<file path="src/ssr_pkg.sv">
// shared constants and types for the self refresh link
package ssr_pkg;
    // ***********************************************************
    // command encoding on the link (cs_n, ras_n, cas_n, we_n)
    // ***********************************************************
    localparam logic [3:0] CMD_DES = 4'hf;
    localparam logic [3:0] CMD_NOP = 4'h7;
    localparam logic [3:0] CMD_REF = 4'h1;
    localparam logic [3:0] CMD_MRS = 4'h0;
    localparam logic [3:0] CMD_ZQCL = 4'h6;
    localparam logic [3:0] CMD_ACT = 4'h3;

    // ***********************************************************
    // mode register 2 fields
    // ***********************************************************
    localparam int MR2_ASR_BIT = 6;
    localparam int MR2_SRT_BIT = 7;
    localparam logic [2:0] MR2_BANK = 3'h2;

    // ***********************************************************
    // timing, clk is 200 MHz
    // ***********************************************************
    localparam int CLK_PERIOD_PS = 5000;
    localparam int TCKE_NS = 5;
    localparam int TCKE_CYC = (TCKE_NS * 1000 + CLK_PERIOD_PS - 1) / CLK_PERIOD_PS;
    localparam int TCKESR_CYC = TCKE_CYC + 1;
    localparam int TXS_NS = 170;
    localparam int TXS_CYC = (TXS_NS * 1000 + CLK_PERIOD_PS - 1) / CLK_PERIOD_PS;
    localparam int TXSDLL_CYC = 512;
    localparam int TZQOPER_CYC = 256;
    localparam int VREF_WR_CYC = 512;
    localparam int SR_INT_NORMAL_CYC = 1560;
    localparam int SR_INT_EXT_CYC = 780;
    localparam int CNT_W = 12;

    typedef enum logic [3:0] {
        SSR_DV_IDLE = 4'h1,
        SSR_DV_SR = 4'h2,
        SSR_DV_XS = 4'h4,
        SSR_DV_XSDLL = 4'h8
    } ssr_dev_st_t;

    typedef enum logic [6:0] {
        SSR_HS_IDLE = 7'h01,
        SSR_HS_ENTER = 7'h02,
        SSR_HS_NOP = 7'h04,
        SSR_HS_SR = 7'h08,
        SSR_HS_XS = 7'h10,
        SSR_HS_ZQ = 7'h20,
        SSR_HS_XSDLL = 7'h40
    } ssr_host_st_t;
endpackage

</file>
<file path="src/ssr_link_if.sv">
// link between controller and dram self refresh logic
`timescale 1ns/1ps
interface ssr_link_if;
    logic cke;
    logic reset_n;
    logic [3:0] cmd;
    logic [2:0] ba;
    logic [13:0] addr;
    logic odt;

    modport ctrl (output cke, output reset_n, output cmd, output ba, output addr, output odt);
    modport dram (input cke, input reset_n, input cmd, input ba, input addr, input odt);
endinterface

</file>
<file path="src/ssr_dram.sv">
// dram end: self refresh entry, residency, exit and internal refresh timing
//
// Our own choices: the address-and-strobe port and the placing of the registers.
`timescale 1ns/1ps

// Function
// - refresh with cke low enters self refresh
// - dll off in self refresh, reset on exit
// - entry only with all banks precharged, idle
// - odt low before entry unless termination off
// - cke held low keeps self refresh
// - only cke and reset matter inside
// - first internal refresh within tcke
// - stable clock, exit after tckesr
// - clock change needs tcksre and tcksrx
// - nop or des right after entry
// - only nop or des during txs
// - no re-entry before txs elapses
// - zq long, tzqoper and txsdll before dll commands
// - odt off during txsdll
// - exit delays count from first cke high edge
// - first write 512 clocks after vref valid
// - mr2 bit 7 selects extended range
// - mr2 bit 6 auto rate, bit 7 zero
// - manual refresh doubled above 85 degrees (not done here, left to the refresh scheduler)
// - hot self refresh needs asr or srt
module ssr_dram (
    input wire logic clk,
    input wire logic rst_n,
    ssr_link_if.dram link,
    output logic in_self_refresh,
    output logic dll_on,
    output logic dll_reset,
    output logic int_refresh,
    output logic asr_en,
    output logic srt_en,
    output logic cfg_illegal,
    output logic xs_busy
);
    localparam logic [ssr_pkg::CNT_W-1:0] INT_NORM =
        ssr_pkg::CNT_W'(ssr_pkg::SR_INT_NORMAL_CYC);
    localparam logic [ssr_pkg::CNT_W-1:0] INT_EXT =
        ssr_pkg::CNT_W'(ssr_pkg::SR_INT_EXT_CYC);
    localparam logic [ssr_pkg::CNT_W-1:0] XS_C = ssr_pkg::CNT_W'(ssr_pkg::TXS_CYC);
    localparam logic [ssr_pkg::CNT_W-1:0] XSDLL_C = ssr_pkg::CNT_W'(ssr_pkg::TXSDLL_CYC);

    // ***********************************************************
    // pin synchronisers: cke and reset_n come from off chip
    // ***********************************************************
    logic cke_s1_q, cke_s2_q, rstp_s1_q, rstp_s2_q;
    // command, bank and mode bits ride the same two stages as cke, so a
    // refresh still meets the cke level it was sent with
    logic [3:0] cmd_s1_q, cmd_s2_q;
    logic [2:0] ba_s1_q, ba_s2_q;
    logic [1:0] mrb_s1_q, mrb_s2_q;
    always_ff @(posedge clk or negedge rst_n) begin
        if (!rst_n) begin
            cke_s1_q <= 1'b1;
            cke_s2_q <= 1'b1;
            rstp_s1_q <= 1'b0;
            rstp_s2_q <= 1'b0;
            cmd_s1_q <= ssr_pkg::CMD_NOP;
            cmd_s2_q <= ssr_pkg::CMD_NOP;
            ba_s1_q <= 3'h0;
            ba_s2_q <= 3'h0;
            mrb_s1_q <= 2'h0;
            mrb_s2_q <= 2'h0;
        end else begin
            cke_s1_q <= link.cke;
            cke_s2_q <= cke_s1_q;
            rstp_s1_q <= link.reset_n;
            rstp_s2_q <= rstp_s1_q;
            cmd_s1_q <= link.cmd;
            cmd_s2_q <= cmd_s1_q;
            ba_s1_q <= link.ba;
            ba_s2_q <= ba_s1_q;
            mrb_s1_q <= {link.addr[ssr_pkg::MR2_SRT_BIT], link.addr[ssr_pkg::MR2_ASR_BIT]};
            mrb_s2_q <= mrb_s1_q;
        end
    end

    // ***********************************************************
    // state
    // ***********************************************************
    ssr_pkg::ssr_dev_st_t st_q, st_d;
    logic [ssr_pkg::CNT_W-1:0] cnt_q, cnt_d;
    logic asr_q, asr_d, srt_q, srt_d, dll_q, dll_d, dllr_q, dllr_d, ref_q, ref_d;

    always_comb begin
        st_d = st_q;
        cnt_d = cnt_q;
        asr_d = asr_q;
        srt_d = srt_q;
        dll_d = dll_q;
        dllr_d = 1'b0;
        ref_d = 1'b0;
        case (st_q)
            ssr_pkg::SSR_DV_IDLE: begin
                // mode register set outside self refresh only
                if (cke_s2_q && cmd_s2_q == ssr_pkg::CMD_MRS && ba_s2_q == ssr_pkg::MR2_BANK) begin
                    asr_d = mrb_s2_q[0];
                    srt_d = mrb_s2_q[1];
                end
                if (!cke_s2_q && cmd_s2_q == ssr_pkg::CMD_REF) begin
                    st_d = ssr_pkg::SSR_DV_SR;
                    dll_d = 1'b0;
                    ref_d = 1'b1;
                    cnt_d = asr_q || srt_q ? INT_EXT : INT_NORM;
                end
            end
            ssr_pkg::SSR_DV_SR: begin
                // command pins ignored here
                if (cke_s2_q) begin
                    st_d = ssr_pkg::SSR_DV_XS;
                    dll_d = 1'b1;
                    dllr_d = 1'b1;
                    cnt_d = XS_C;
                end else if (cnt_q == '0) begin
                    ref_d = 1'b1;
                    cnt_d = asr_q || srt_q ? INT_EXT : INT_NORM;
                end else begin
                    cnt_d = cnt_q - 1'b1;
                end
            end
            ssr_pkg::SSR_DV_XS: begin
                if (cnt_q == '0) begin
                    st_d = ssr_pkg::SSR_DV_XSDLL;
                    cnt_d = XSDLL_C - XS_C;
                end else begin
                    cnt_d = cnt_q - 1'b1;
                end
            end
            ssr_pkg::SSR_DV_XSDLL: begin
                if (cnt_q == '0) begin
                    st_d = ssr_pkg::SSR_DV_IDLE;
                end else begin
                    cnt_d = cnt_q - 1'b1;
                end
            end
            default: st_d = ssr_pkg::SSR_DV_IDLE;
        endcase
        // reset pin low forces reset state from anywhere
        if (!rstp_s2_q) begin
            st_d = ssr_pkg::SSR_DV_IDLE;
            dll_d = 1'b1;
            asr_d = 1'b0;
            srt_d = 1'b0;
            ref_d = 1'b0;
            cnt_d = '0;
        end
    end

    always_ff @(posedge clk or negedge rst_n) begin
        if (!rst_n) begin
            st_q <= ssr_pkg::SSR_DV_IDLE;
            cnt_q <= '0;
            asr_q <= 1'b0;
            srt_q <= 1'b0;
            dll_q <= 1'b1;
            dllr_q <= 1'b0;
            ref_q <= 1'b0;
        end else begin
            st_q <= st_d;
            cnt_q <= cnt_d;
            asr_q <= asr_d;
            srt_q <= srt_d;
            dll_q <= dll_d;
            dllr_q <= dllr_d;
            ref_q <= ref_d;
        end
    end

    assign in_self_refresh = st_q == ssr_pkg::SSR_DV_SR;
    assign xs_busy = st_q == ssr_pkg::SSR_DV_XS;
    assign dll_on = dll_q;
    assign dll_reset = dllr_q;
    assign int_refresh = ref_q;
    assign asr_en = asr_q;
    assign srt_en = srt_q;
    assign cfg_illegal = asr_q & srt_q;
endmodule

</file>
<file path="src/flat_wrapper.sv">
// flat-port wrapper written by rule: the top's interface ports become plain ports
module ssr_dram_flat 
  (clk, rst_n, in_self_refresh, dll_on, dll_reset, int_refresh, asr_en, srt_en, cfg_illegal, xs_busy, link_cke, link_reset_n, link_cmd, link_ba, link_addr, link_odt);
  ssr_link_if link_i ();
  input wire logic clk;
  input wire logic rst_n;
  output logic in_self_refresh;
  output logic dll_on;
  output logic dll_reset;
  output logic int_refresh;
  output logic asr_en;
  output logic srt_en;
  output logic cfg_illegal;
  output logic xs_busy;
  input wire logic [$bits(link_i.cke)-1:0] link_cke;
  input wire logic [$bits(link_i.reset_n)-1:0] link_reset_n;
  input wire logic [$bits(link_i.cmd)-1:0] link_cmd;
  input wire logic [$bits(link_i.ba)-1:0] link_ba;
  input wire logic [$bits(link_i.addr)-1:0] link_addr;
  input wire logic [$bits(link_i.odt)-1:0] link_odt;
  assign link_i.cke = link_cke;
  assign link_i.reset_n = link_reset_n;
  assign link_i.cmd = link_cmd;
  assign link_i.ba = link_ba;
  assign link_i.addr = link_addr;
  assign link_i.odt = link_odt;
  ssr_dram u_core (.clk(clk), .rst_n(rst_n), .link(link_i), .in_self_refresh(in_self_refresh), .dll_on(dll_on), .dll_reset(dll_reset), .int_refresh(int_refresh), .asr_en(asr_en), .srt_en(srt_en), .cfg_illegal(cfg_illegal), .xs_busy(xs_busy));
endmodule
</file>
<file path="config.mk">
export PLATFORM = sky130hd
export DESIGN_NAME = ssr_dram_flat
export DESIGN_NICKNAME = d
export VERILOG_FILES = /design/src/ssr_pkg.sv /design/src/ssr_link_if.sv /design/src/ssr_dram.sv /design/src/flat_wrapper.sv
export SDC_FILE = /design/constraint.sdc
export NUM_CORES = 1
export LEC_CHECK = 0
export BUFFER_PORTS_ARGS = -buffer_cell sky130_fd_sc_hd__buf_2
export CAP_MARGIN = 0
export CORE_MARGIN = 2
export CORE_UTILIZATION = 45
export CTS_CLUSTER_DIAMETER = 100
export DETAILED_ROUTE_END_ITERATION = 10
export PLACE_DENSITY = 0.68
export SYNTH_ARGS = -nofsm -noshare
export SYNTH_HDL_FRONTEND = slang
export SYNTH_SLANG_ARGS = --single-unit
</file>
<file path="constraint.sdc">
create_clock -name clk -period 4.7 [get_ports clk]
set_input_delay 0.705 -clock clk [delete_from_list [all_inputs] [get_ports clk]]
set_output_delay 0.705 -clock clk [all_outputs]
set_load 0.1 [all_outputs]
</file>
== Word-level counts from Yosys, hierarchy flattened ==
Index checks and enable logic that the tools add are counted.

* Bits in registers: 43
* Latch bits: 0
* Bits in writable memories: 0
* Bits in read-only memories: 0
* Logic and storage cells: 76
* Memories kept: 0

* Add/sub/neg operators: 1
* $mul: 0
* Divide/modulo/power cells: 0
* $lt $le $gt $ge: 0
* Equality and inequality tests: 15
* Shift-type cells: 0
* Muxes and demuxes: 31
* Bitwise gates (word level): 1
* Reduce and logical (&&, ||, !) cells: 11

{| class="wikitable"
|+ Operators with widths
! operator !! count
|-
| $mux 12 || 6
|-
| $pmux 12 s4 || 1
|-
| $mux 4 || 5
|-
| $pmux 4 s4 || 1
|-
| $mux 1 || 15
|-
| $ne 3x3->1 const B || 5
|-
| $logic_not 12->1 || 1
|-
| $sub 12x1->12 const B || 1
|-
| $mux 11 || 1
|-
| $eq 4x1->1 const B || 2
|-
| $reduce_and 3->1 || 2
|-
| $ne 5x5->1 const B || 1
|-
| $eq 4x2->1 const B || 1
|-
| $eq 4x3->1 const B || 1
|-
| $eq 4x4->1 const B || 1
|-
| $logic_not 4->1 || 1
|-
| $ne 2x2->1 const B || 2
|-
| $pmux 1 s2 || 2
|-
| $reduce_and 4->1 || 1
|-
| $eq 3x2->1 const B || 1
|-
| $logic_and 1x1->1 || 3
|-
| $ne 3x2->1 const B || 1
|-
| $reduce_and 2->1 || 1
|-
| $and 1x1->1 || 1
|-
| 2 further kinds || 2
|}

== Depth between registers and ports, before layout ==
Gate-level depths: netlist (run 1).

* Word-level depth: 6
* Mapped depth: 8
* Depth with buffers taken out: 8

== Least setup slack after synthesis (run 1) ==
No wires, ideal clock.

* Kind: register -> register
* Start point: register u_core.st_q[3]
* End point: register u_core.cnt_q[4] (netlist bit)
* Arrival: 2506 ps
* Data required time: 4622 ps
* Path slack: 2116 ps
* Stages on the path, launching flop included: 7
* Buffers on the path: 0
* Period minus slack after synthesis: 2584 ps
* Cell sequence: dfrtp_1 or4b_2 inv_1 nor2_1 o21ai_0 a311o_1 o2bb2ai_1

* Word-level cells in the longest chain between the ends: 3
* Elaborated cells on any way between the ends: 10
* Those cells by class: eq/ne: 7; mux: 2; reduce/logical: 1

{| class="wikitable"
|+ RTL lines
! what !! line !! text
|-
| start, declared || ssr_dram.sv:85 || <nowiki>ssr_pkg::ssr_dev_st_t st_q, st_d;</nowiki>
|-
| start signal, assigned || ssr_dram.sv:155 || <nowiki>st_q <= ssr_pkg::SSR_DV_IDLE;</nowiki>
|-
| start signal, assigned || ssr_dram.sv:163 || <nowiki>st_q <= st_d;</nowiki>
|-
| $eq 4x3->1 (*) || - ||
|-
| net xs_busy || flat_wrapper.sv:14 || <nowiki>output logic xs_busy;</nowiki>
|-
| $ne 5x5->1 (no line) or $pmux 12 s4 (tied branches) || - ||
|-
| $reduce_and 3->1 (no line) or $mux 12 (tied branches) || - ||
|-
| end signal, assigned || ssr_dram.sv:164 || <nowiki>cnt_q <= cnt_d;</nowiki>
|-
| end, declared || ssr_dram.sv:86 || <nowiki>logic [ssr_pkg::CNT_W-1:0] cnt_q, cnt_d;</nowiki>
|}

Mark *: on every way through the listed nets, which the timed path passes. The rest lies on a longest branch.
A chain may end at the register's enable or synchronous reset.

== Final worst setup path (run 1) ==
* Start point: register u_core.st_q[3]
* End point: output port xs_busy

* Word-level cells in the longest chain between the ends: 1

{| class="wikitable"
|+ RTL lines
! what !! line !! text
|-
| $eq 4x3->1 || ssr_dram.sv:174 || <nowiki>assign xs_busy = st_q == ssr_pkg::SSR_DV_XS;</nowiki>
|-
| end, declared || flat_wrapper.sv:14 ||
|}

Every way passes these cells.

==> impl_metrics.py, run 1 <==
metrics = {
    "status": {
        "outcome": "finished clean",
    },
    "sta": {
        "finalSetupViolCount": 0,
        "post-route-period-util_pct": 61.4,
        "worstMarginPinSlew_ns": 0.910,
        "finalHoldViolations": 0,
        "whs_ns": 0.352,
        "rsz0062_at_grt": "no",
        "max_freq_mhz": 346,
        "fin_skew_ns": 0.00377,
        "tns_ns": 0,
        "period_minus_slack_ns": 2.89,
        "slew_headroom_pct": 39.3,
        "drv_slew": 0,
    },
    "clock_tree": {
        "cts_setup_buffers": 0,
        "cts_inserted_buffers": 5,
        "cts_num_sinks": 43,
        "htreeDepth": 2,
        "hold_buffers": 0,
        "cts_tree": "yes",
        "clk_latency_ns": 0.30,
        "cts-root-buf": "clkbuf_8",
        "clockBufferDepth": 2,
        "cts_resized": 0,
        "path_clk_slew_ns": 0.08,
    },
    "critical_path": {
        "cp-start-kind": "flop",
        "cp.required_ns": 3.99,
        "setup.worst_path.class": "flop to output port",
        "worst-path-buf-inv": 2,
        "crit_chain": "or4b_2 > inv_1 > buf_2",
        "crit_path_max_fanout": 11,
        "critical_path.top_delay_family": "simple AND/OR/NAND/NOR gates",
        "slowest_stage": "or4b_2",
        "slowest_delay_ns": 0.77,
        "arrival_ns": 2.18,
        "end_kind": "output port",
    },
    "grt": {
        "antenna_found_initial": 0,
        "grt_usage_pct": 19.8,
        "grt_max_degree": 44,
        "gr-total-overflow": 0,
        "grt_pass1_wl_um": 7690,
        "first_global_vias": 1578,
    },
    "floorplanning": {
        "die_w_um": 71.8,
        "core_area_um2": 4380,
        "io_pins": 34,
        "die_area_um2": 5160,
        "rows": 24,
        "start_util_pct": 47.2,
        "fp.dieH_um": 71.8,
    },
    "yosys": {
        "synth_top_flop_cell": "dfrtp_1",
        "synth.most_common_cell": "dfrtp_1",
        "synth-seq-area-share_pct": 52.6,
        "synthArstFlopShare_pct": 100,
        "yosysWarnings": 0,
        "synthDistinctLibCells": 54,
        "synth-seq-cells": 43,
        "syn_area_um2": 2070,
        "synth_top_area_cell": "dfrtp_1",
        "synth_fp_nets": 219,
        "synth_edf_count": 0,
        "ys_top_cells_by_area": "dfrtp_1 (40%), dfstp_2 (13%), a21oi_1 (3.4%)",
        "synthTopCellsByCount": "dfrtp_1 (33), a21oi_1 (14), nor2_1 (13), dfstp_2 (10), o21ai_0 (10)",
        "syn_avg_cell_area_um2": 10.8,
        "syn_inst": 191,
        "synth_top_area_share_pct": 39.9,
    },
    "detailed_routing": {
        "drc_errors": 0,
        "routed_via_density": 6.18,
        "drt_iter0_markers": 136,
        "wl_per_cell_um": 17.3,
        "drtAntennaViolNets": 0,
        "first_pass_iters": 4,
        "wirelength_um": 4560,
        "vias": 1626,
    },
    "place": {
        "gp_congestion": 0.912,
        "io_buffers": 20,
        "hpwl_um": 3210,
    },
    "power_and_ir_drop": {
        "switching_share_pct": 22.1,
        "ir_drop_v": 0.000208,
        "internal_power_mw": 0.571,
        "leakagePower_nw": 1.06,
        "p_sw_mw": 0.162,
        "comb_power_share_pct": 5.2,
        "pwr-share-clk_pct": 41.6,
        "powerDensity_nw_per_um2": 320,
        "seqPwrFrac_pct": 53.2,
        "fin_total_pwr_mw": 0.734,
    },
    "final_layout": {
        "final_core_util_pct": 52.3,
        "syn_to_final_growth_pct": 10.9,
        "num_antenna_cells": 0,
        "drive_above_1_share_pct": 25.1,
        "fin_nets": 238,
        "fill_cells": 411,
    },
    "min_path": {
        "holdCritPathClass": "flop to flop",
    },
    "job": {
        "maxCapViolCount": 0,
    },
}
[metal layers]
layer / vias to the layer above / track usage, % / part of all wire [%]
met5: - / 0 / 0
met1: 801 / 26.3 / 40
met3: 6 / 5.06 / 9.0
met2: 68 / 30.9 / 49
li1: 751 / - / -
met4: 0 / 8.39 / 1.5
[worst paths after layout]
check	from	endpoint	slack, ns	depth (start not counted)
worst max-delay path	u_core.st_q[3]	xs_busy	1.81	3
worst min-delay path	u_core.ba_s1_q[0]	u_core.ba_s2_q[0]	0.35	0
worst max register to register	u_core.st_q[2]	u_core.cnt_q[8]	1.98	5
worst min register to register	u_core.ba_s1_q[0]	u_core.ba_s2_q[0]	0.35	0
max in group asynchronous	rst_n	u_core.cnt_q[6]	3.60	1
min in group asynchronous	rst_n	u_core.st_q[3]	0.53	1
[power groups by stage]
| stage | clock, mW | sequential [mW] | combinational, mW |
|---|---|---|---|
| CTS | 0.315 | 0.390 | 0.0388 |
| detailed placement | 0 | 0.397 | 0.0386 |
| global placement | 0 | 0.397 | 0.0379 |
| floorplan | 0 | 0.396 | 0.0225 |
| finish | 0.305 | 0.390 | 0.0382 |
| global route | 0.328 | 0.392 | 0.0429 |
[through the flow]
step / setup WS (ns) / instances / area, µm²
finish: 1.81 / 263 / 2290
global route: 1.75 / 263 / 2290
CTS: 1.81 / 263 / 2290
detailed placement: 2.02 / 255 / 2170
global placement: 2.00 / 255 / 2170
floorplan: 2.12 / 191 / 2070
[kinds of logic (layout without fill, tap and decap cells)]
logic type / Yosys count / in the layout / synth area share (%)
adders and majority gates: 2 / 2 / 1.21
buffers and inverters: 15 / 35 / 4.23
and+or+nand+nor: 69 / 69 / 20.1
xor gates and xnor gates: 4 / 4 / 1.69
DFF: 43 / 43 / 52.6
AOI/OAI and AO/OA: 54 / 54 / 17.9
muxes: 4 / 4 / 2.24
[cells in the final DEF (no fill, tap or decap), types with 4 or more instances in the layout]
master and count:
dfrtp_1 33, nor4_1 5, nand2_1 9, nor2_1 13, nor3_1 6, buf_2 20, inv_1 7, or3_1 4
o211ai_1 4, nand3_1 8, a21oi_1 14, dfstp_2 10, clkbuf_8 6, o21ai_0 10
[flip-flops by register name, indices dropped and copies added (netlist names), 2 cells and up]
| name | cells |
|---|---|
| u_core.cmd_s1_q | 4 |
| u_core.mrb_s2_q | 2 |
| u_core.cmd_s2_q | 4 |
| u_core.cnt_q | 12 |
| u_core.ba_s1_q | 3 |
| u_core.ba_s2_q | 3 |
| u_core.st_q | 4 |
| u_core.mrb_s1_q | 2 |
[layout make-up]
class | count | area [µm²] | area share, %
clock buffers | 6 | 82.6 | 3.60
flip-flops and latches | 43 | 1090 | 47.4
clock inverters | 2 | 38.8 | 1.69
repair buffers | 20 | 100 | 4.36
multi-input cells | 133 | 893 | 38.9
well taps | 52 | 65.1 | 2.84
inverters | 7 | 26.3 | 1.15
Power figures use the tool's default switching activity.
==> run 2: changes to the inputs <==
==> constraint.sdc (replaced) <==
create_clock -name clk -period 2.8 [get_ports clk]
set_input_delay 0.42 -clock clk [delete_from_list [all_inputs] [get_ports clk]]
set_output_delay 0.42 -clock clk [all_outputs]
set_load 0.1 [all_outputs]
==> impl_metrics.py, run 2 (synthesis results as in run 1) <==
metrics = {
    "final_layout": {
        "fin_nets": 251,
        "drive_above_1_share_pct": 29.5,
        "final_common_cell": "dfrtp_1",
        "regMostFlops": "u_core.cnt_q",
        "syn_to_final_growth_pct": 14.5,
        "num_antenna_cells": 0,
        "mostFrequentLayoutCells": "dfrtp_1 (33), buf_2 (20), a21oi_1 (14)",
        "largest_reg_flops": 12,
    },
    "critical_path": {
        "arrival_ns": 2.23,
        "timing.rr.end": "u_core.cnt_q[10]",
        "crit_path_max_fanout": 10,
        "cp-start-kind": "flop",
        "worstRegToRegCells": 5,
        "rrSetupSlack_ns": 0.25,
        "r2r-start": "u_core.cnt_q[6]",
        "setup.worst_path.class": "flop to output port",
        "cp.required_ns": 2.38,
        "end_kind": "output port",
    },
    "sta": {
        "finalHoldViolations": 0,
        "rsz0062_at_grt": "no",
        "drv_slew": 0,
        "max_freq_mhz": 378,
        "post-route-period-util_pct": 94.5,
        "fin_ws_ns": 0.154,
        "tns_ns": 0,
        "slew_headroom_pct": 39.1,
        "whs_ns": 0.211,
        "fin_skew_ns": 0.0113,
        "period_minus_slack_ns": 2.65,
        "finalSetupViolCount": 0,
        "worstMarginPinSlew_ns": 0.913,
    },
    "detailed_routing": {
        "drc_errors": 0,
        "drtAntennaViolNets": 0,
        "routed_via_density": 6.03,
        "first_pass_iters": 4,
        "vias": 1665,
        "wirelength_um": 4750,
        "drt_iter0_markers": 127,
        "wl_per_cell_um": 17.2,
    },
    "clock_tree": {
        "cts_tree": "yes",
        "clockBufferDepth": 2,
        "cts_num_sinks": 43,
        "clk_latency_ns": 0.31,
        "hold_buffers": 0,
        "cts-root-buf": "clkbuf_8",
        "htreeDepth": 2,
        "cts_inserted_buffers": 5,
        "path_clk_slew_ns": 0.08,
        "cts_setup_buffers": 0,
        "cts_resized": 0,
    },
    "job": {
        "maxCapViolCount": 0,
    },
    "min_path": {
        "min_path_cells": 1,
        "holdCritPathClass": "input pin to flop",
        "whs_endpoint": "u_core.cke_s1_q",
        "hp-start": "link_cke",
    },
    "floorplanning": {
        "die_area_um2": 5160,
        "core_area_um2": 4380,
        "die_w_um": 71.8,
        "rows": 24,
        "io_pins": 34,
        "start_util_pct": 47.2,
        "fp.dieH_um": 71.8,
    },
    "grt": {
        "first_global_vias": 1615,
        "grt_pass1_wl_um": 8000,
        "grt_usage_pct": 20.8,
        "antenna_found_initial": 0,
        "gr-total-overflow": 0,
        "grt_max_degree": 44,
    },
    "power_and_ir_drop": {
        "fin_total_pwr_mw": 1.15,
        "leakagePower_nw": 1.11,
        "powerDensity_nw_per_um2": 487,
        "ir_drop_v": 0.000346,
    },
    "status": {
        "outcome": "finished clean",
    },
    "place": {
        "hpwl_um": 3430,
        "io_buffers": 20,
        "gp_congestion": 0.905,
        "pre_cts_slack_ns": 0.305,
    },
}
[run 2: cell count changes in the layout (fill, tap and decap cells not counted), sizes merged]
cell      previous run  this run
buf                 20        33
bufinv               1         0
clkinv               0         1
clkinvlp             0         1
inv                  8         7
[run 2: worst max-delay path by stage]
stage / start / end / slack, ns / cells after the start
2_1_floorplan: u_core.st_q[3] / u_core.cnt_q[4] / 0.22 / 6
3_3_place_gp: u_core.st_q[3] / u_core.cnt_q[11] / 0.30 / 5
3_5_place_dp: u_core.cnt_q[6] / u_core.cnt_q[10] / 0.31 / 5
4_1_cts: u_core.st_q[1] / xs_busy / 0.16 / 4
5_1_grt: u_core.st_q[1] / xs_busy / 0.08 / 4
6_report: u_core.st_q[1] / xs_busy / 0.15 / 4
[run 2: critical path, cell delays in order (launching register included)]
cell and delay (ns):
dfrtp_1 0.42, buf_4 0.18, or4b_2 0.68, inv_1 0.19, buf_2 0.46
[run 2: cell type report]
type	instances	area, µm²
clock inverters	2	16.3
multi-input cells	133	893
repair buffers	33	198
fillers	404	2010
flip-flops and latches	43	1090
clock buffers	6	82.6
well taps	52	65.1
inverters	7	26.3
[run 2: metrics by stage]
step / util (%) / std cells / area, µm²
CTS: 54.1 / 276 / 2370
global placement: 51.8 / 268 / 2270
finish: 54.1 / 276 / 2370
global route: 54.1 / 276 / 2370
floorplan: - / 191 / 2070
detailed placement: 51.8 / 268 / 2270
[run 2: power breakdown]
group | internal, mW | leakage, nW | switching (mW)
clock network | 0.201 | 0.0474 | 0.228
logic | 0.0272 | 0.528 | 0.0462
registers | 0.644 | 0.533 | 0.00810
[run 2: layer usage]
layer / wire length [µm] / track usage, % / up-vias / share of wire (%)
li1: - / - / 776 / -
met5: 0 / 0 / - / 0
met2: 2200 / 31.3 / 59 / 46
met1: 2110 / 28.0 / 818 / 44
met3: 307 / 6.61 / 12 / 6.5
met4: 129 / 8.60 / 0 / 2.7
==> run 3: changes to the inputs <==
--- a/config.mk
+++ b/config.mk
@@ -7,11 +7,13 @@
 export LEC_CHECK = 0
 export BUFFER_PORTS_ARGS = -buffer_cell sky130_fd_sc_hd__buf_2
 export CAP_MARGIN = 0
+export CELL_PAD_IN_SITES_DETAIL_PLACEMENT = 1
+export CELL_PAD_IN_SITES_GLOBAL_PLACEMENT = 1
 export CORE_MARGIN = 2
-export CORE_UTILIZATION = 45
+export CORE_UTILIZATION = 43
 export CTS_CLUSTER_DIAMETER = 100
 export DETAILED_ROUTE_END_ITERATION = 10
-export PLACE_DENSITY = 0.68
+export PLACE_DENSITY = 0.8
 export SYNTH_ARGS = -nofsm -noshare
 export SYNTH_HDL_FRONTEND = slang
 export SYNTH_SLANG_ARGS = --single-unit
==> impl_metrics.py, run 3 (synthesis results as in run 1) <==
metrics = {
    "status": {
        "outcome": "finished clean",
    },
    "critical_path": {
        "cp.required_ns": 2.38,
        "endpoint": "xs_busy",
        "slowest_delay_ns": 0.68,
        "crit_chain": "buf_4 > or4b_2 > inv_1 > buf_2",
        "end_kind": "output port",
        "worstRegToRegCells": 7,
        "worst-path-buf-inv": 3,
        "startpoint": "u_core.st_q[1]",
        "r2r-start": "u_core.cnt_q[0]",
        "critical_path.top_delay_family": "buffers and inverters",
        "cp_num_cells": 4,
        "slowest_stage": "or4b_2",
        "crit_path_max_fanout": 9,
        "timing.rr.end": "u_core.cnt_q[2]",
        "rrSetupSlack_ns": 0.31,
        "arrival_ns": 2.24,
        "setup.worst_path.class": "flop to output port",
        "cp-start-kind": "flop",
    },
    "floorplanning": {
        "die_area_um2": 5380,
        "die_w_um": 73.4,
        "core_area_um2": 4690,
        "fp.dieH_um": 73.4,
        "start_util_pct": 44.1,
        "rows": 25,
        "io_pins": 34,
    },
    "clock_tree": {
        "path_clk_slew_ns": 0.09,
        "hold_buffers": 0,
        "cts-root-buf": "clkbuf_8",
        "cts_num_sinks": 43,
        "clk_latency_ns": 0.30,
        "cts_tree": "yes",
        "cts_inserted_buffers": 5,
        "cts_setup_buffers": 0,
        "cts_resized": 0,
        "clockBufferDepth": 2,
        "htreeDepth": 2,
    },
    "final_layout": {
        "stdcell_area_um2": 2350,
        "drive_above_1_share_pct": 28.5,
        "fill_cells": 529,
        "fin_nets": 248,
        "largest_reg_flops": 12,
        "syn_to_final_growth_pct": 13.5,
        "final_common_cell": "dfrtp_1",
        "num_antenna_cells": 0,
        "mostFrequentLayoutCells": "dfrtp_1 (33), buf_2 (20), a21oi_1 (14)",
        "regMostFlops": "u_core.cnt_q",
    },
    "power_and_ir_drop": {
        "leakagePower_nw": 1.10,
        "ir_drop_v": 0.000303,
        "powerDensity_nw_per_um2": 488,
    },
    "job": {
        "maxCapViolCount": 0,
    },
    "sta": {
        "finalHoldViolations": 0,
        "period_minus_slack_ns": 2.66,
        "worstMarginPinSlew_ns": 0.937,
        "slew_headroom_pct": 37.5,
        "tns_ns": 0,
        "post-route-period-util_pct": 95.1,
        "fin_skew_ns": 0.0102,
        "drv_slew": 0,
        "finalSetupViolCount": 0,
        "max_freq_mhz": 376,
        "fin_ws_ns": 0.138,
        "rsz0062_at_grt": "no",
    },
    "place": {
        "dpl-instance-area_um2": 2250,
        "pre_cts_slack_ns": 0.317,
        "gp_congestion": 0.898,
        "hpwl_um": 3710,
        "io_buffers": 20,
    },
    "detailed_routing": {
        "drc_errors": 0,
        "drtAntennaViolNets": 0,
        "vias": 1674,
        "wl_per_cell_um": 18.4,
        "drt_iter0_markers": 100,
        "routed_via_density": 6.09,
        "first_pass_iters": 4,
        "wirelength_um": 5060,
    },
    "grt": {
        "grt_max_degree": 44,
        "gr-total-overflow": 0,
        "grt_pass1_wl_um": 8690,
        "grt_usage_pct": 21.8,
        "antenna_found_initial": 0,
        "first_global_vias": 1760,
    },
    "min_path": {
        "holdCritPathClass": "input pin to flop",
        "min_path_cells": 1,
    },
}
==> run 3: report_power, final <==
| part | internal, mW | switching [mW] | total [mW] |
|---|---|---|---|
| registers | 0.644 | 0.00795 | 0.652 |
| clock network | 0.201 | 0.221 | 0.422 |
| logic | 0.0262 | 0.0472 | 0.0733 |
==> run 3: layout make-up <==
| cell class | instances | area [µm²] | share of cell area, % |
|---|---|---|---|
| repair buffers | 30 | 175 | 7.45 |
| multi-input cells | 133 | 893 | 38.0 |
| well taps | 54 | 67.6 | 2.88 |
| flip-flops and latches | 43 | 1090 | 46.3 |
| inverters | 7 | 26.3 | 1.12 |
| clock buffers | 6 | 82.6 | 3.51 |
| clock inverters | 2 | 16.3 | 0.692 |
==> run 3: metal layers <==
metal,part of all wire [%],up-vias,GRT usage [%]
met5,0,-,0
met4,2.7,0,9.70
met3,4.6,13,3.43
met2,50,45,36.7
met1,43,843,27.7
li1,-,773,-
==> run 3: through the flow <==
| step | instances | util (%) | total power [mW] | hold WS (ns) |
|---|---|---|---|---|
| 2_1_floorplan | 191 | - | 0.703 | 0.124 |
| 3_3_place_gp | 267 | 48.0 | 0.734 | 0.332 |
| 3_5_place_dp | 267 | 48.0 | 0.738 | 0.336 |
| 4_1_cts | 275 | 50.1 | 1.16 | 0.201 |
| 5_1_grt | 275 | 50.1 | 1.20 | 0.198 |
| 6_report | 275 | 50.1 | 1.15 | 0.208 |
==> run 3: how the worst min path moves through the flow <==
| stage | start | end | slack [ns] |
|---|---|---|---|
| finish | link_cmd[2] | u_core.cmd_s1_q[2] | 0.21 |
| global route | link_cmd[2] | u_core.cmd_s1_q[2] | 0.20 |
| global placement | u_core.ba_s1_q[0] | u_core.ba_s2_q[0] | 0.33 |
| CTS | link_cmd[2] | u_core.cmd_s1_q[2] | 0.20 |
| floorplan | rst_n | u_core.asr_en | 0.12 |
| detailed placement | u_core.ba_s1_q[0] | u_core.ba_s2_q[0] | 0.34 |
